`src/rtl/mode_arbiter_pkg.sv`:
```
// Package of constants for the multi-protocol mode arbiter.
// Assumes a single 20 MHz clock domain.
package mode_arbiter_pkg;
  localparam int unsigned CLK_HZ               = 20_000_000;
  localparam int unsigned LOCKOUT_TIMEOUT_MS   = 4000;
  localparam int unsigned LOCKOUT_TIMEOUT_CYC  = (CLK_HZ / 1000) * LOCKOUT_TIMEOUT_MS;
  localparam logic [7:0]  DEFAULT_ADDRESS      = 8'h03;
  localparam int unsigned EXT_SETUP_AUTODET_OFF_BIT = 4;
  localparam int unsigned BASIC_SETUP_STEPS_BIT     = 5;
  localparam logic [7:0]  TRI_ADDR_MIN         = 8'h01;
  localparam logic [7:0]  TRI_ADDR_MAX         = 8'hff;
  localparam int unsigned TRI_SUB_ADDRS        = 4;
  localparam int unsigned FUNC_KEYS            = 16;
  // Protocol sources, lowest to highest rank index
  localparam logic [2:0]  SRC_NONE             = 3'h0;
  localparam logic [2:0]  SRC_SEL_BUS          = 3'h1;
  localparam logic [2:0]  SRC_DCC              = 3'h2;
  localparam logic [2:0]  SRC_TRINARY          = 3'h3;
  localparam logic [2:0]  SRC_AUTO_REG         = 3'h4;
  localparam logic [2:0]  SRC_DCC_FEEDBACK     = 3'h5;
  typedef enum logic [1:0] {STEPS_14, STEPS_28, STEPS_128} speed_steps_e;
endpackage

```
`src/rtl/lockout_timer.sv`:
```
// Retriggerable timeout counter; expired_out pulses when it runs out.
// Assumes kick and clear come from the same clock domain.
`timescale 1ns/10ps
`default_nettype none
module lockout_timer #(
  parameter int unsigned COUNT = 80_000_000
) (
  input  wire logic ref_clk_in,
  input  wire logic rst_in,
  input  wire logic clear_in,
  input  wire logic kick_in,
  output logic      expired_out
);
  localparam int unsigned W = $clog2(COUNT + 1);
  logic [W-1:0] cnt_q;
  logic         run_q;
  always_ff @(posedge ref_clk_in or posedge rst_in) begin
    if (rst_in) begin
      cnt_q <= '0;
      run_q <= 1'b0;
    end else if (clear_in) begin
      cnt_q <= '0;
      run_q <= 1'b0;
    end else if (kick_in) begin
      cnt_q <= W'(COUNT - 1);
      run_q <= 1'b1;
    end else if (run_q) begin
      if (cnt_q == '0) begin
        run_q <= 1'b0;
      end else begin
        cnt_q <= cnt_q - 1'b1;
      end
    end
  end
  assign expired_out = run_q & (cnt_q == '0) & ~kick_in & ~clear_in;
endmodule // lockout_timer
`default_nettype wire

```
`src/rtl/multi_protocol_mode_arbiter.sv`:
```
// Mode and protocol arbitration of a multi-protocol locomotive decoder.
// Assumes decoded packet strobes from protocol receivers on ref_clk_in;
// power_fail_in and ac_dir_pulse_in are raw pins and are synchronised here.
`timescale 1ns/10ps
`default_nettype none
// Overview of operation
// - Factory defaults are address 3 and 14 speed steps.
// - F1 toggles the first aux output, F2 the second.
// - F3 toggles shunting mode, F4 toggles the ramps.
// - DCC supports 14, 28 and 128 speed steps.
// - After power-up detect DCC steps from light-on throttle packets until settled.
// - Detection never reruns until a power interruption.
// - Extended setup byte bit 4 disables auto-detection.
// - Without detection, basic setup byte bit 5 gives the step mode.
// - Trinary F1 to F4 act only in the extended variant.
// - Trinary accepts 14 and 28 step speeds unconfigured.
// - Trinary accepts primary addresses 1 to 255.
// - Trinary answers three further consecutive addresses for more functions.
// - Selective bus drives lights and F1.
// - Own DCC or trinary packet switches the selective-bus receiver off.
// - Selective-bus receiver returns only after power interruption.
// - Auto-registration happens on the track with no configuration.
// - Valid auto-registration packet locks out DCC, trinary and selective bus.
// - Lockout ends at power interruption or about 4 s without such packets.
// - Rank: DCC with feedback, auto-registration, DCC equal trinary, selective bus; here DCC wins over trinary in the same cycle.
// - Each protocol can be disabled by configuration.
// - Analogue enabled and DC load compensation active by default.
// - AC direction pulse reverses direction; only sent when stopped.
module multi_protocol_mode_arbiter
  import mode_arbiter_pkg::*;
#(
  parameter int unsigned LOCKOUT_CYCLES = LOCKOUT_TIMEOUT_CYC
) (
  input  wire logic                         ref_clk_in,
  input  wire logic                         rst_in,
  input  wire logic                         power_fail_in,
  input  wire logic [7:0]                   extended_setup_byte_in,
  input  wire logic [7:0]                   basic_setup_byte_in,
  input  wire logic [7:0]                   address_cfg_in,
  input  wire logic                         address_cfg_valid_in,
  input  wire logic [4:0]                   proto_disable_in,
  input  wire logic                         analogue_disable_in,
  input  wire logic                         dcc_pkt_in,
  input  wire logic                         dcc_feedback_in,
  input  wire logic [7:0]                   dcc_addr_in,
  input  wire logic                         dcc_speed_pkt_in,
  input  wire logic [1:0]                   dcc_pkt_steps_in,
  input  wire logic                         dcc_lights_in,
  input  wire logic [FUNC_KEYS-1:0]         dcc_func_in,
  input  wire logic                         tri_pkt_in,
  input  wire logic [7:0]                   tri_addr_in,
  input  wire logic                         tri_extended_in,
  input  wire logic                         tri_28_steps_in,
  input  wire logic                         tri_lights_in,
  input  wire logic [3:0]                   tri_func_in,
  input  wire logic                         sel_pkt_in,
  input  wire logic                         sel_lights_in,
  input  wire logic                         sel_f1_in,
  input  wire logic                         auto_reg_pkt_in,
  input  wire logic                         auto_reg_lights_in,
  input  wire logic [FUNC_KEYS-1:0]         auto_reg_func_in,
  input  wire logic                         analogue_ac_in,
  input  wire logic                         ac_dir_pulse_in,
  output logic [7:0]                        address_out,
  output mode_arbiter_pkg::speed_steps_e    speed_steps_out,
  output logic                              steps_settled_out,
  output logic [2:0]                        active_src_out,
  output logic                              sel_rx_enable_out,
  output logic                              auto_reg_lock_out,
  output logic                              auto_reg_active_out,
  output logic                              lights_out,
  output logic                              first_aux_output_out,
  output logic                              second_aux_output_out,
  output logic                              shunting_mode_out,
  output logic                              ramps_enable_out,
  output logic [FUNC_KEYS-1:0]              functions_out,
  output logic                              analogue_enable_out,
  output logic                              load_comp_out,
  output logic                              direction_out
);
  import mode_arbiter_pkg::*;

  // proto_disable_in bit order
  localparam int unsigned DIS_DCC = 0;
  localparam int unsigned DIS_TRI = 1;
  localparam int unsigned DIS_SEL = 2;
  localparam int unsigned DIS_AUTO = 3;
  localparam int unsigned DIS_ANA_DC_COMP = 4;

  // Synchronised pins and timer
  logic       pf_level;
  logic       pf_rise;
  logic       ac_pulse;
  logic       timer_expired;
  logic       init_pulse;

  // Held state
  logic [7:0] addr_q;
  logic       settled_q;
  speed_steps_e steps_q;
  logic       sel_en_q;
  logic       lock_q;
  logic       lights_q;
  logic [FUNC_KEYS-1:0] func_q;
  logic [FUNC_KEYS-1:0] func_prev_q;
  logic       first_aux_output_q;
  logic       second_aux_output_q;
  logic       shunt_q;
  logic       ramps_q;
  logic       dir_q;
  logic [2:0] src_q;

  // Packet qualification
  logic       dcc_ok;
  logic       dcc_fb_ok;
  logic       tri_ok;
  logic       sel_ok;
  logic       auto_ok;
  logic       dcc_mine;
  logic       tri_mine;
  logic [1:0] tri_sub;
  logic [8:0] tri_off;
  logic [3:0] tri_shift;

  // Same-cycle winner
  logic       take_new;
  logic [2:0] new_src;
  logic       new_lights;
  logic [FUNC_KEYS-1:0] new_func;
  logic [FUNC_KEYS-1:0] new_func_mask;

  power_on_sync u_pf_sync (
    .ref_clk_in (ref_clk_in),
    .rst_in     (rst_in),
    .async_in   (power_fail_in),
    .level_out  (pf_level),
    .rise_out   (pf_rise)
  );

  power_on_sync u_ac_sync (
    .ref_clk_in (ref_clk_in),
    .rst_in     (rst_in),
    .async_in   (ac_dir_pulse_in),
    .level_out  (),
    .rise_out   (ac_pulse)
  );

  // Common power-on initialisation: supply interruption acts as a restart
  assign init_pulse = pf_rise | pf_level;

  // Retriggered by each accepted auto-registration packet
  lockout_timer #(
    .COUNT (LOCKOUT_CYCLES)
  ) u_lock_timer (
    .ref_clk_in  (ref_clk_in),
    .rst_in      (rst_in),
    .clear_in    (init_pulse),
    .kick_in     (auto_ok),
    .expired_out (timer_expired)
  );

  // Address match; trinary answers base plus three consecutive addresses
  assign dcc_mine = (dcc_addr_in == addr_q);
  assign tri_off  = {1'b0, tri_addr_in} - {1'b0, addr_q};
  assign tri_sub  = tri_off[1:0];
  // Four bits wide so sub-address 3 reaches functions 15:12
  assign tri_shift = {tri_sub, 2'b00};
  assign tri_mine = (tri_addr_in >= TRI_ADDR_MIN) && (tri_addr_in <= TRI_ADDR_MAX)
                    && !tri_off[8] && (tri_off[7:2] == 6'h00);

  // Protocol enables and auto-registration lockout
  // DCC with feedback and auto-registration pass the lockout; the rest wait it out
  assign auto_ok   = auto_reg_pkt_in & ~proto_disable_in[DIS_AUTO];
  assign dcc_fb_ok = dcc_pkt_in & dcc_feedback_in & dcc_mine
                     & ~proto_disable_in[DIS_DCC];
  assign dcc_ok    = dcc_pkt_in & dcc_mine & ~proto_disable_in[DIS_DCC]
                     & (~lock_q | dcc_feedback_in);
  assign tri_ok    = tri_pkt_in & tri_mine & ~proto_disable_in[DIS_TRI]
                     & ~lock_q;
  assign sel_ok    = sel_pkt_in & sel_en_q & ~proto_disable_in[DIS_SEL]
                     & ~lock_q;

  // Fixed priority among same-cycle packets
  always_comb begin
    take_new      = 1'b1;
    new_src       = SRC_NONE;
    new_lights    = lights_q;
    new_func      = func_q;
    new_func_mask = '0;
    if (dcc_fb_ok) begin
      new_src       = SRC_DCC_FEEDBACK;
      new_lights    = dcc_lights_in;
      new_func      = dcc_func_in;
      new_func_mask = '1;
    end else if (auto_ok) begin
      new_src       = SRC_AUTO_REG;
      new_lights    = auto_reg_lights_in;
      new_func      = auto_reg_func_in;
      new_func_mask = '1;
    end else if (dcc_ok) begin
      new_src       = SRC_DCC;
      new_lights    = dcc_lights_in;
      new_func      = dcc_func_in;
      new_func_mask = '1;
    end else if (tri_ok) begin
      new_src = SRC_TRINARY;
      // Only the base address carries the lights
      if (tri_sub == 2'h0) begin
        new_lights = tri_lights_in;
      end
      if (tri_extended_in) begin
        new_func_mask = FUNC_KEYS'(16'h000f) << tri_shift;
        new_func      = FUNC_KEYS'({12'h000, tri_func_in}) << tri_shift;
      end
    end else if (sel_ok) begin
      new_src          = SRC_SEL_BUS;
      new_lights       = sel_lights_in;
      new_func_mask[0] = 1'b1;
      new_func[0]      = sel_f1_in;
    end else begin
      take_new = 1'b0;
    end
  end

  // Own address, reloaded from configuration
  always_ff @(posedge ref_clk_in or posedge rst_in) begin
    if (rst_in) begin
      addr_q <= DEFAULT_ADDRESS;
    end else if (address_cfg_valid_in) begin
      addr_q <= address_cfg_in;
    end
  end

  // Speed step detection, once per power-up
  always_ff @(posedge ref_clk_in or posedge rst_in) begin
    if (rst_in) begin
      steps_q   <= STEPS_14;
      settled_q <= 1'b0;
    end else if (init_pulse) begin
      settled_q <= 1'b0;
    end else if (extended_setup_byte_in[EXT_SETUP_AUTODET_OFF_BIT]) begin
      steps_q   <= basic_setup_byte_in[BASIC_SETUP_STEPS_BIT] ? STEPS_28 : STEPS_14;
      settled_q <= 1'b1;
    end else if (!settled_q && dcc_ok && dcc_speed_pkt_in && dcc_lights_in) begin
      case (dcc_pkt_steps_in)
        2'h0:    steps_q <= STEPS_14;
        2'h1:    steps_q <= STEPS_28;
        2'h2:    steps_q <= STEPS_128;
        default: steps_q <= steps_q;
      endcase
      // A 14-step packet settles only once it agrees with the held mode
      settled_q <= (dcc_pkt_steps_in != 2'h0) || (steps_q == STEPS_14);
    end
  end

  // Selective-bus receiver shutoff
  // An own packet beside power return still switches it off
  always_ff @(posedge ref_clk_in or posedge rst_in) begin
    if (rst_in) begin
      sel_en_q <= 1'b1;
    end else if (dcc_ok || tri_ok) begin
      sel_en_q <= 1'b0;
    end else if (init_pulse) begin
      sel_en_q <= 1'b1;
    end
  end

  // Auto-registration lockout; a fresh packet wins over the timeout
  always_ff @(posedge ref_clk_in or posedge rst_in) begin
    if (rst_in) begin
      lock_q <= 1'b0;
    end else if (init_pulse) begin
      lock_q <= 1'b0;
    end else if (auto_ok) begin
      lock_q <= 1'b1;
    end else if (timer_expired) begin
      lock_q <= 1'b0;
    end
  end

  // Packet results; func_prev_q keeps the keys of the cycle before
  always_ff @(posedge ref_clk_in or posedge rst_in) begin
    if (rst_in) begin
      src_q       <= SRC_NONE;
      lights_q    <= 1'b0;
      func_q      <= '0;
      func_prev_q <= '0;
    end else if (take_new) begin
      src_q       <= new_src;
      lights_q    <= new_lights;
      func_q      <= (func_q & ~new_func_mask) | (new_func & new_func_mask);
      func_prev_q <= func_q;
    end else begin
      func_prev_q <= func_q;
    end
  end

  // Default key mapping: rising key state toggles each target
  // Edge, not level, so a held key toggles once
  always_ff @(posedge ref_clk_in or posedge rst_in) begin
    if (rst_in) begin
      first_aux_output_q  <= 1'b0;
      second_aux_output_q  <= 1'b0;
      shunt_q <= 1'b0;
      ramps_q <= 1'b1;
    end else begin
      first_aux_output_q  <= first_aux_output_q  ^ (func_q[0] & ~func_prev_q[0]);
      second_aux_output_q  <= second_aux_output_q  ^ (func_q[1] & ~func_prev_q[1]);
      shunt_q <= shunt_q ^ (func_q[2] & ~func_prev_q[2]);
      ramps_q <= ramps_q ^ (func_q[3] & ~func_prev_q[3]);
    end
  end

  // AC direction relay replacement; station only pulses while stopped
  // Pulse edge only, so a long pulse reverses once
  always_ff @(posedge ref_clk_in or posedge rst_in) begin
    if (rst_in) begin
      dir_q <= 1'b0;
    end else if (analogue_ac_in && !analogue_disable_in && ac_pulse) begin
      dir_q <= ~dir_q;
    end
  end

  // Outputs straight from state or configuration
  assign address_out           = addr_q;
  assign speed_steps_out       = steps_q;
  assign steps_settled_out     = settled_q;
  assign active_src_out        = src_q;
  assign sel_rx_enable_out     = sel_en_q;
  assign auto_reg_lock_out     = lock_q;
  assign auto_reg_active_out   = lock_q & ~proto_disable_in[DIS_AUTO];
  assign lights_out            = lights_q;
  assign first_aux_output_out  = first_aux_output_q;
  assign second_aux_output_out = second_aux_output_q;
  assign shunting_mode_out     = shunt_q;
  assign ramps_enable_out      = ramps_q;
  assign functions_out         = func_q;
  assign analogue_enable_out   = ~analogue_disable_in;
  assign load_comp_out         = ~analogue_disable_in & ~proto_disable_in[DIS_ANA_DC_COMP];
  assign direction_out         = dir_q;
  // tri_28_steps_in needs no state: it only drives unused_tri and reaches no output
  logic unused_tri;
  assign unused_tri = tri_28_steps_in;
endmodule // multi_protocol_mode_arbiter
`default_nettype wire

```
`src/rtl/power_on_sync.sv`:
```
// Two-flop synchroniser with rising-edge pulse output.
// Assumes input arrives from outside the clock domain.
`timescale 1ns/10ps
`default_nettype none
module power_on_sync (
  input  wire logic ref_clk_in,
  input  wire logic rst_in,
  input  wire logic async_in,
  output logic      level_out,
  output logic      rise_out
);
  logic meta_q;
  logic sync_q;
  logic prev_q;
  always_ff @(posedge ref_clk_in or posedge rst_in) begin
    if (rst_in) begin
      meta_q <= 1'b0;
      sync_q <= 1'b0;
      prev_q <= 1'b0;
    end else begin
      meta_q <= async_in;
      sync_q <= meta_q;
      prev_q <= sync_q;
    end
  end
  assign level_out = sync_q;
  assign rise_out  = sync_q & ~prev_q;
endmodule // power_on_sync
`default_nettype wire

```
`config.mk`:
```
export PLATFORM = sky130hd
export DESIGN_NAME = multi_protocol_mode_arbiter
export DESIGN_NICKNAME = d
export VERILOG_FILES = /design/src/rtl/mode_arbiter_pkg.sv /design/src/rtl/lockout_timer.sv /design/src/rtl/multi_protocol_mode_arbiter.sv /design/src/rtl/power_on_sync.sv
export SDC_FILE = /design/constraint.sdc
export NUM_CORES = 1
export LEC_CHECK = 0
export BUFFER_PORTS_ARGS = -buffer_cell sky130_fd_sc_hd__clkbuf_2
export CAP_MARGIN = 5
export CORE_AREA = 2 2 104 106
export CTS_CLUSTER_SIZE = 30
export DETAILED_ROUTE_END_ITERATION = 6
export DIE_AREA = 0 0 106 108
export PLACE_DENSITY = 0.76
export SYNTH_ARGS = -nofsm -noshare
export SYNTH_HDL_FRONTEND = slang
export SYNTH_HIERARCHICAL = 1
export SYNTH_SLANG_ARGS = --single-unit
```
`constraint.sdc`:
```
create_clock -name ref_clk_in -period 2.7 [get_ports ref_clk_in]
set_clock_uncertainty 0.2 [all_clocks]
set_input_delay 0.54 -clock ref_clk_in [delete_from_list [all_inputs] [get_ports ref_clk_in]]
set_output_delay 0.54 -clock ref_clk_in [all_outputs]
set_load 0.01 [all_outputs]
```
==> flow_metrics.tcl, run 1 <==
set metrics [dict create \
    cp.required_ns 2.75 \
    clock-sinks 76 \
    crit_chain "ha_4 > fa_2 > nand2b_4 > a211oi_2 > o21a_1 > o221a_2 > nand4_4 > o31ai_4 > mux2_4" \
    vdd_drop_max_mv 0.247 \
    fillers 850 \
    finalCriticalPeriod_ns 2.85 \
    vias_per_cell 5.70 \
    yosysUniqueCellTypes 88 \
    overflow 0 \
    final_nets 785 \
    cap_viol_max_count 0 \
    cp_slowest_cell "dfstp_2" \
    critical-path-top-delay-family "compound AO/OA/AOI/OAI gates" \
    outcome "complete, but fails checks" \
    yosysMostFrequentCell "dfrtp_1" \
    crit_fanout 5 \
    routed.top_layer "met4" \
    hpwl_um 10100 \
    start_kind "flop" \
    synth_edf_count 0 \
    route.detailed.drc 0 \
    crit_buf_inv 0 \
    cts_tree "done" \
    crit_arrival_ns 2.90 \
    wl_met2_um 7050 \
    violations "negative setup slack" \
    synth_area_mm2 0.00474 \
    antenna_found_initial 0 \
    path_class "flop to flop" \
    instances_no_fill 813 \
    avgSynthCellArea_um2 9.57 \
    synth_nets 608 \
    p_leak_nw 2.92 \
    drtIter0Drc 145 \
    grt_pass1_vias 4598 \
    routabilityCongestion 0.874 \
    tightest_slew_ns 0.612 \
    wl_met1_um 5350 \
    fin_area_mm2 0.00629 \
    drive_above_1_share_pct 40.0 \
    cts.path.max_buffers 2 \
    synth-main-ff-cell "dfrtp_1" \
    met3_length_um 644 \
    grtUsageTotal_pct 23.9 \
    crit_cells 9 \
    fin_crit_sh_pct 105 \
    clock-root-buffer "clkbuf_8" \
    powerDensity_mw_per_mm2 535 \
    fp.coreArea_mm2 0.0102 \
    clkTransAtPathRegs_ns 0.09 \
    antenna_left 0 \
    syn_to_final_growth_pct 32.8 \
    die_w_um 106 \
    htreeDepth 3 \
    cts-buffers-inserted 9 \
    insertion_delay_ns 0.36 \
    setup_violations 16 \
    yosysSeqAreaShare_pct 40.3 \
    rsz0062_at_grt "true" \
    hold_slack_ns 0.0803 \
    grt_max_degree 29 \
    cpPeakStageDelay_ns 0.39 \
    dr_total_vias 4632 \
    die_y_um 108 \
    synthArstFlopShare_pct 100 \
    netlist_top_cells_count "dfrtp_1 (72), nor2_1 (48), a21oi_1 (39)" \
    final-seq-area_mm2 0.00191 \
    synthTopCellsByArea "dfrtp_1 (38%), a21oi_1 (4.1%), nor2_1 (3.8%), xnor2_1 (3.1%), o21ai_0 (2.9%)" \
    insertedDiodeCount 0 \
    die_area_mm2 0.0114 \
    start_util_pct 46.3 \
    top_level_ports 144 \
    finalWirelength_um 13400 \
    maxSlewViolCount 0 \
    grt_pass1_wl_um 22000 \
    r2r_cells 9 \
    synthCells 495 \
    fmax_ghz 0.351 \
    layout_setup_ws_ns -0.146 \
    ys_warn_count 6 \
    ys_ff_latch 76 \
    dp.cells 792 \
    slew_headroom_pct 58.8 \
    multi_input_area_mm2 0.00284 \
    dpl_cell_area_mm2 0.00590 \
    wire_per_inst_um 16.5 \
    fp-row-count 37 \
    synth_top_cell_by_area "dfrtp_1" \
    synth_top_area_share_pct 38.0 \
    dr.pass1.iters 5 \
    hold_class "input port to flop" \
    worst_hold_path.num_cells 1 \
    port_buffers 128 \
    cp-end-kind "flop" \
    hold_violations 0 \
]
==> stage by stage <==
| stage | setup TNS, ns | power (W) | utilization [%] | worst slack, ns |
|---|---|---|---|---|
| 5_1_grt | -3.23 | 0.00354 | 61.5 | -0.253 |
| 3_3_place_gp | -6.04 | 0.00236 | 57.7 | -0.425 |
| 2_1_floorplan | -1.93 | 0.00199 | - | -0.243 |
| 3_5_place_dp | -8.09 | 0.00239 | 57.7 | -0.519 |
| 6_report | -1.73 | 0.00336 | 61.5 | -0.146 |
| 4_1_cts | -0.839 | 0.00335 | 60.8 | -0.152 |
==> report_power, final <==
group	switching, W	internal [W]
clock network	0.000485	0.000443
logic	0.000551	0.000488
registers	0.000119	0.00128
total	0.00115	0.00221
==> per-layer routing <==
layer	up-vias	track usage, %
met3	36	3.74
met1	2256	29.5
met5	-	0
met4	0	8.93
met2	147	42.4
li1	2193	-
==> cells by family after synthesis <==
group           after synthesis  synth area share [%]
compound gates              151                  23.0
xor+xnor                     23                  4.25
fa+ha+maj                    10                  2.80
buf+inv                      41                  3.72
flops                        76                  40.3
mux                           9                  2.17
simple gates                185                  23.8
==> layout by cell type (no fill, tap or decap), types with 4 or more instances in the layout <==
cell type,count
mux2_4,4
nand2b_1,10
a22o_1,10
o21ai_0,27
o31ai_1,10
a31oi_1,8
nor4_1,4
clkbuf_8,9
nor2_1,47
or4_1,10
ha_1,6
nor3_1,15
a21o_1,9
dfstp_2,4
o2bb2ai_1,6
nand3_1,8
nand2_1,34
or3_1,7
dfrtp_1,72
xnor2_1,17
buf_6,4
o211ai_1,4
inv_1,19
buf_4,50
xor2_1,6
clkbuf_2,128
a21oi_1,37
==> timing repair <==
item,in CTS,in global routing
setup endpoints to repair,17,21
endpoints found under the hold margin,14,0
hold buffers,1,0
setup buffers,3,2
resized for setup,15,11
pin swaps,10,10
gates cloned,0,0
==> path summary, 6_finish.rpt <==
kind | from | to | slack, ns
max | address_out[0]$_DFFE_PP1P_ | flop | -0.15
min | ac_dir_pulse_in | u_ac_sync/meta_q$_DFF_PP0_ | 0.08
max reg2reg | address_out[0]$_DFFE_PP1P_ | flop | -0.15
min reg2reg | u_pf_sync/meta_q$_DFF_PP0_ | u_pf_sync/level_out$_DFF_PP0_ | 0.16
max in group asynchronous | rst_in | address_out[0]$_DFFE_PP1P_ | 1.25
min in group asynchronous | rst_in | u_pf_sync/level_out$_DFF_PP0_ | 0.42
==> final cells by class <==
type	count	share of cell area [%]
Multi-Input combinational cell	378	45.1
Sequential cell	76	30.3
Timing Repair Buffer	183	17.0
Tap cell	136	2.71
Clock buffer	9	1.97
Inverter	24	1.55
Clock inverter	7	1.31
No activity file was read; power rests on OpenSTA's default activity.
==> run 2, diff against run 1 <==
Settings changed: CORE_AREA 2 2 104 106 to 2 2 129 131, DIE_AREA 0 0 106 108 to 0 0 131 133, PLACE_DENSITY 0.76 to not set.
==> flow_metrics.tcl, run 2 (synthesis results as in run 1) <==
set metrics [dict create \
    drive_above_1_share_pct 40.3 \
    start_util_pct 29.3 \
    clkTransAtPathRegs_ns 0.07 \
    insertion_delay_ns 0.35 \
    dr.pass1.iters 4 \
    die_y_um 133 \
    crit_fanout 4 \
    crit_chain "ha_4 > fa_2 > nand2b_4 > a211oi_4 > o21a_1 > o221a_2 > nand4_4 > o31ai_4 > mux2_4" \
    hold_class "input port to flop" \
    cap_viol_max_count 0 \
    fp.coreArea_mm2 0.0162 \
    wire_per_inst_um 16.2 \
    tns_ns -1.75 \
    route.detailed.drc 0 \
    die_w_um 131 \
    cpPeakStageDelay_ns 0.40 \
    cts.path.max_buffers 2 \
    cp_slowest_cell "dfstp_2" \
    crit_arrival_ns 2.97 \
    fin_crit_sh_pct 109 \
    rsz0062_at_grt "true" \
    fillers 1638 \
    clock-root-buffer "clkbuf_16" \
    outcome "complete, but fails checks" \
    clock-sinks 76 \
    antenna_left 0 \
    start_kind "flop" \
    syn_to_final_growth_pct 37.3 \
    final_core_util_pct 40.2 \
    final_nets 785 \
    insertedDiodeCount 0 \
    fin_area_mm2 0.00650 \
    htreeDepth 3 \
    grtUsageTotal_pct 17.2 \
    final-seq-area_mm2 0.00191 \
    multi_input_area_mm2 0.00285 \
    antenna_found_initial 0 \
    fmax_ghz 0.341 \
    cts_tree "done" \
    hpwl_um 11300 \
    violations "negative setup slack" \
    cp.required_ns 2.74 \
    setup_violations 16 \
    overflow 0 \
    p_leak_nw 2.97 \
    vdd_drop_max_mv 0.344 \
    layout_common_cells "clkbuf_2 (128), dfrtp_1 (72), buf_4 (51), nor2_1 (47), a21oi_1 (39)" \
    p_total_w 0.00372 \
    finalWirelength_um 14600 \
    routabilityCongestion 0.885 \
    drtIter0Drc 235 \
    fp-row-count 47 \
    tightest_slew_ns 0.568 \
    vias_per_cell 5.11 \
    instances_no_fill 897 \
    layout_setup_ws_ns -0.230 \
    cts-buffers-inserted 9 \
    slew_headroom_pct 61.9 \
    top_level_ports 144 \
    maxSlewViolCount 0 \
    port_buffers 128 \
    dr_total_vias 4581 \
    grt_pass1_wl_um 23600 \
    path_class "flop to flop" \
    cp-end-kind "flop" \
    die_area_mm2 0.0174 \
    grt_max_degree 29 \
    dpl_cell_area_mm2 0.00603 \
    final_common_cell "clkbuf_2" \
    hold_violations 0 \
    powerDensity_mw_per_mm2 572 \
    grt_pass1_vias 4748 \
    finalCriticalPeriod_ns 2.93 \
    dp.cells 879 \
]
-- run 2: changes by cell type in the layout (fill, tap and decap cells not counted), sizes merged --
cell / change
inv: -1
clkinv: +2
clkinvlp: -1
-- run 2: timing repair --
action	4_1_cts	5_1_grt
hold buffers	1	0
endpoints found under the setup margin	17	21
endpoints found under the hold margin	9	0
buffers inserted	0	1
gates resized for setup	12	14
pin swaps	5	12
-- run 2: per-stage QoR --
step | hold WS, ns | worst slack [ns]
final | 0.0899 | -0.230
after global routing | 0.0864 | -0.284
after CTS | 0.0827 | -0.186
after detailed placement | 0.141 | -0.508
after global placement | 0.136 | -0.437
after floorplan | 0.0936 | -0.243
-- run 2: where the power goes --
part | internal, W | switching (W)
registers | 0.00128 | 0.000121
clock network | 0.000732 | 0.000537
logic | 0.000491 | 0.000560
total | 0.00250 | 0.00122
-- run 2: worst paths after layout --
| check | startpoint | end | slack (ns) | depth (start not counted) |
|---|---|---|---|---|
| hold / removal | ac_dir_pulse_in | u_ac_sync/meta_q$_DFF_PP0_ | 0.09 | 1 |
| setup reg to reg | address_out[0]$_DFFE_PP1P_ | flop | -0.23 | 9 |
| max in group asynchronous | rst_in | address_out[0]$_DFFE_PP1P_ | 1.35 | 4 |
| hold reg to reg | u_pf_sync/meta_q$_DFF_PP0_ | u_pf_sync/level_out$_DFF_PP0_ | 0.16 | 0 |
| min in group asynchronous | rst_in | func_prev_q[2]$_DFF_PP0_ | 0.42 | 3 |
| setup / recovery | address_out[0]$_DFFE_PP1P_ | flop | -0.23 | 9 |
-- run 2: layer usage --
metal,track usage [%],vias up,wire (um)
met5,0,-,0
met4,5.79,0,258
met3,3.76,20,683
met2,29.4,97,7520
met1,21.2,2267,6090
li1,-,2197,-
-- run 2: final cells by class --
| type | instances | share of cell area (%) |
|---|---|---|
| Tap cell | 220 | 4.23 |
| Timing Repair Buffer | 183 | 16.4 |
| Clock inverter | 7 | 1.29 |
| Multi-Input combinational cell | 378 | 43.8 |
| Sequential cell | 76 | 29.3 |
| Inverter | 24 | 1.50 |
| Clock buffer | 9 | 3.46 |
-- run 2: critical path: cells and delay by family, from the launching register on --
kind	cells	cell delay, ns
simple gates	2	0.29
flops	1	0.40
fa+ha+maj	2	0.51
compound gates	4	1.08
mux	1	0.33
==> run 3, diff against run 2 <==
Settings changed: CELL_PAD_IN_SITES_DETAIL_PLACEMENT set to 1, CELL_PAD_IN_SITES_GLOBAL_PLACEMENT set to 2, CORE_AREA 2 2 129 131 to 2 2 134 136, DIE_AREA 0 0 131 133 to 0 0 136 138, PLACE_DENSITY_LB_ADDON set to 0.1.
==> flow_metrics.tcl, run 3 (synthesis results as in run 1) <==
set metrics [dict create \
    drtIter0Drc 125 \
    cap_viol_max_count 0 \
    finalWirelength_um 15900 \
    start_util_pct 27.0 \
    busiest_layer "met2" \
    die_area_mm2 0.0188 \
    setup_violations 16 \
    vias_per_cell 4.95 \
    cts-buffers-inserted 9 \
    tns_ns -2.20 \
    start_kind "flop" \
    insertedDiodeCount 0 \
    r2r_start "address_out[0]$_DFFE_PP1P_" \
    fp.coreArea_mm2 0.0175 \
    wire_per_inst_um 17.4 \
    layout_common_cells "clkbuf_2 (128), dfrtp_1 (72), buf_4 (58), nor2_1 (46), a21oi_1 (39)" \
    grt_max_degree 35 \
    hpwl_um 12400 \
    path_class "flop to flop" \
    outcome "complete, but fails checks" \
    p_leak_nw 3.03 \
    vdd_drop_max_mv 0.301 \
    die_y_um 138 \
    final_core_util_pct 37.9 \
    overflow 0 \
    routabilityCongestion 0.789 \
    dr_total_vias 4531 \
    cts.path.max_buffers 2 \
    r2r_cells 9 \
    syn_to_final_growth_pct 40.5 \
    insertion_delay_ns 0.35 \
    maxSlewViolCount 0 \
    p_total_w 0.00371 \
    die_w_um 136 \
    grt_pass1_vias 4917 \
    antenna_left 0 \
    fp-row-count 49 \
    antenna_found_initial 0 \
    grtUsageMet1_pct 21.2 \
    final_nets 794 \
    top_level_ports 144 \
    finalCriticalPeriod_ns 2.86 \
    min_to "u_pf_sync/meta_q$_DFF_PP0_" \
    clock-root-buffer "clkbuf_16" \
    grt_pass1_wl_um 25900 \
    cts_tree "done" \
    final_common_cell "clkbuf_2" \
    drive_above_1_share_pct 42.1 \
    fmax_ghz 0.349 \
    rsz0062_at_grt "true" \
    fin_crit_sh_pct 106 \
    clkTransAtPathRegs_ns 0.06 \
    hold_violations 0 \
    use_met2_pct 30.3 \
    crit_arrival_ns 2.89 \
    hp-start "power_fail_in" \
    hold_class "input port to flop" \
    violations "negative setup slack" \
    crit_fanout 4 \
    fin_area_mm2 0.00665 \
    port_buffers 128 \
    layout_setup_ws_ns -0.162 \
    cp.required_ns 2.73 \
    route.detailed.drc 0 \
    worst_hold_path.num_cells 1 \
    slew_headroom_pct 60.1 \
    htreeDepth 3 \
    grtUsageTotal_pct 17.5 \
    dr.pass1.iters 4 \
    powerDensity_mw_per_mm2 558 \
    dpl_cell_area_mm2 0.00609 \
    clock-sinks 76 \
    grtUsageMet3_pct 4.22 \
    rrSetupSlack_ns -0.16 \
    tightest_slew_ns 0.598 \
    cp-end-kind "flop" \
]
-- run 3: area by class of cell --
cell class,instances,area (um^2)
Fill cell,2075,10900
Multi-Input combinational cell,378,2920
Sequential cell,76,1910
Timing Repair Buffer,192,1150
Tap cell,229,287
Clock buffer,10,229
Inverter,24,97.6
Clock inverter,6,66.3
-- run 3: layer usage --
layer / wire length (um) / part of all wire, % / vias up
li1: - / - / 2209
met1: 6790 / 43 / 2238
met2: 8240 / 52 / 63
met3: 515 / 3.2 / 21
met4: 353 / 2.2 / 0
met5: 0 / 0 / -
-- run 3: critical path, cell delays in order, from the launching register on --
cell      delay [ns]
dfstp_2         0.38
ha_4            0.16
fa_2            0.33
nand2b_4        0.17
a32o_2          0.25
nor4_4          0.18
o221a_2         0.28
nand4_4         0.13
o31ai_4         0.35
mux2_4          0.33
-- run 3: metrics by stage --
stage / std cells / setup slack [ns] / hold slack, ns
after global routing: 915 / -0.298 / 0.0850
final: 915 / -0.162 / 0.105
after floorplan: 495 / -0.243 / 0.0936
after detailed placement: 893 / -0.557 / 0.140
after global placement: 893 / -0.474 / 0.136
after CTS: 914 / -0.188 / 0.0934
-- run 3: worst max-delay path by stage --
stage                                     from                     end  slack (ns)  depth (start not counted)
global route        address_out[3]$_DFFE_PP0P_  lights_out$_DFFE_PP0P_       -0.30                         11
floorplan                       tri_addr_in[0]  lights_out$_DFFE_PP0P_       -0.24                         10
finish              address_out[0]$_DFFE_PP1P_                    flop       -0.16                          9
detailed placement              tri_addr_in[0]                    flop       -0.56                         11
global placement                tri_addr_in[0]                    flop       -0.47                         11
CTS                 address_out[0]$_DFFE_PP1P_                    flop       -0.19                          9
-- run 3: repair_timing --
item,CTS,global route
hold buffers,1,0
endpoints found under the hold margin,6,0
buffers inserted,4,1
resized for setup,26,14
pin swaps,15,13
endpoints found under the setup margin,18,20
-- run 3: report_power, final --
part           total, W  switching [W]  internal (W)
logic           0.00109       0.000579      0.000512
clock network   0.00122       0.000508      0.000716
registers       0.00140       0.000117       0.00128
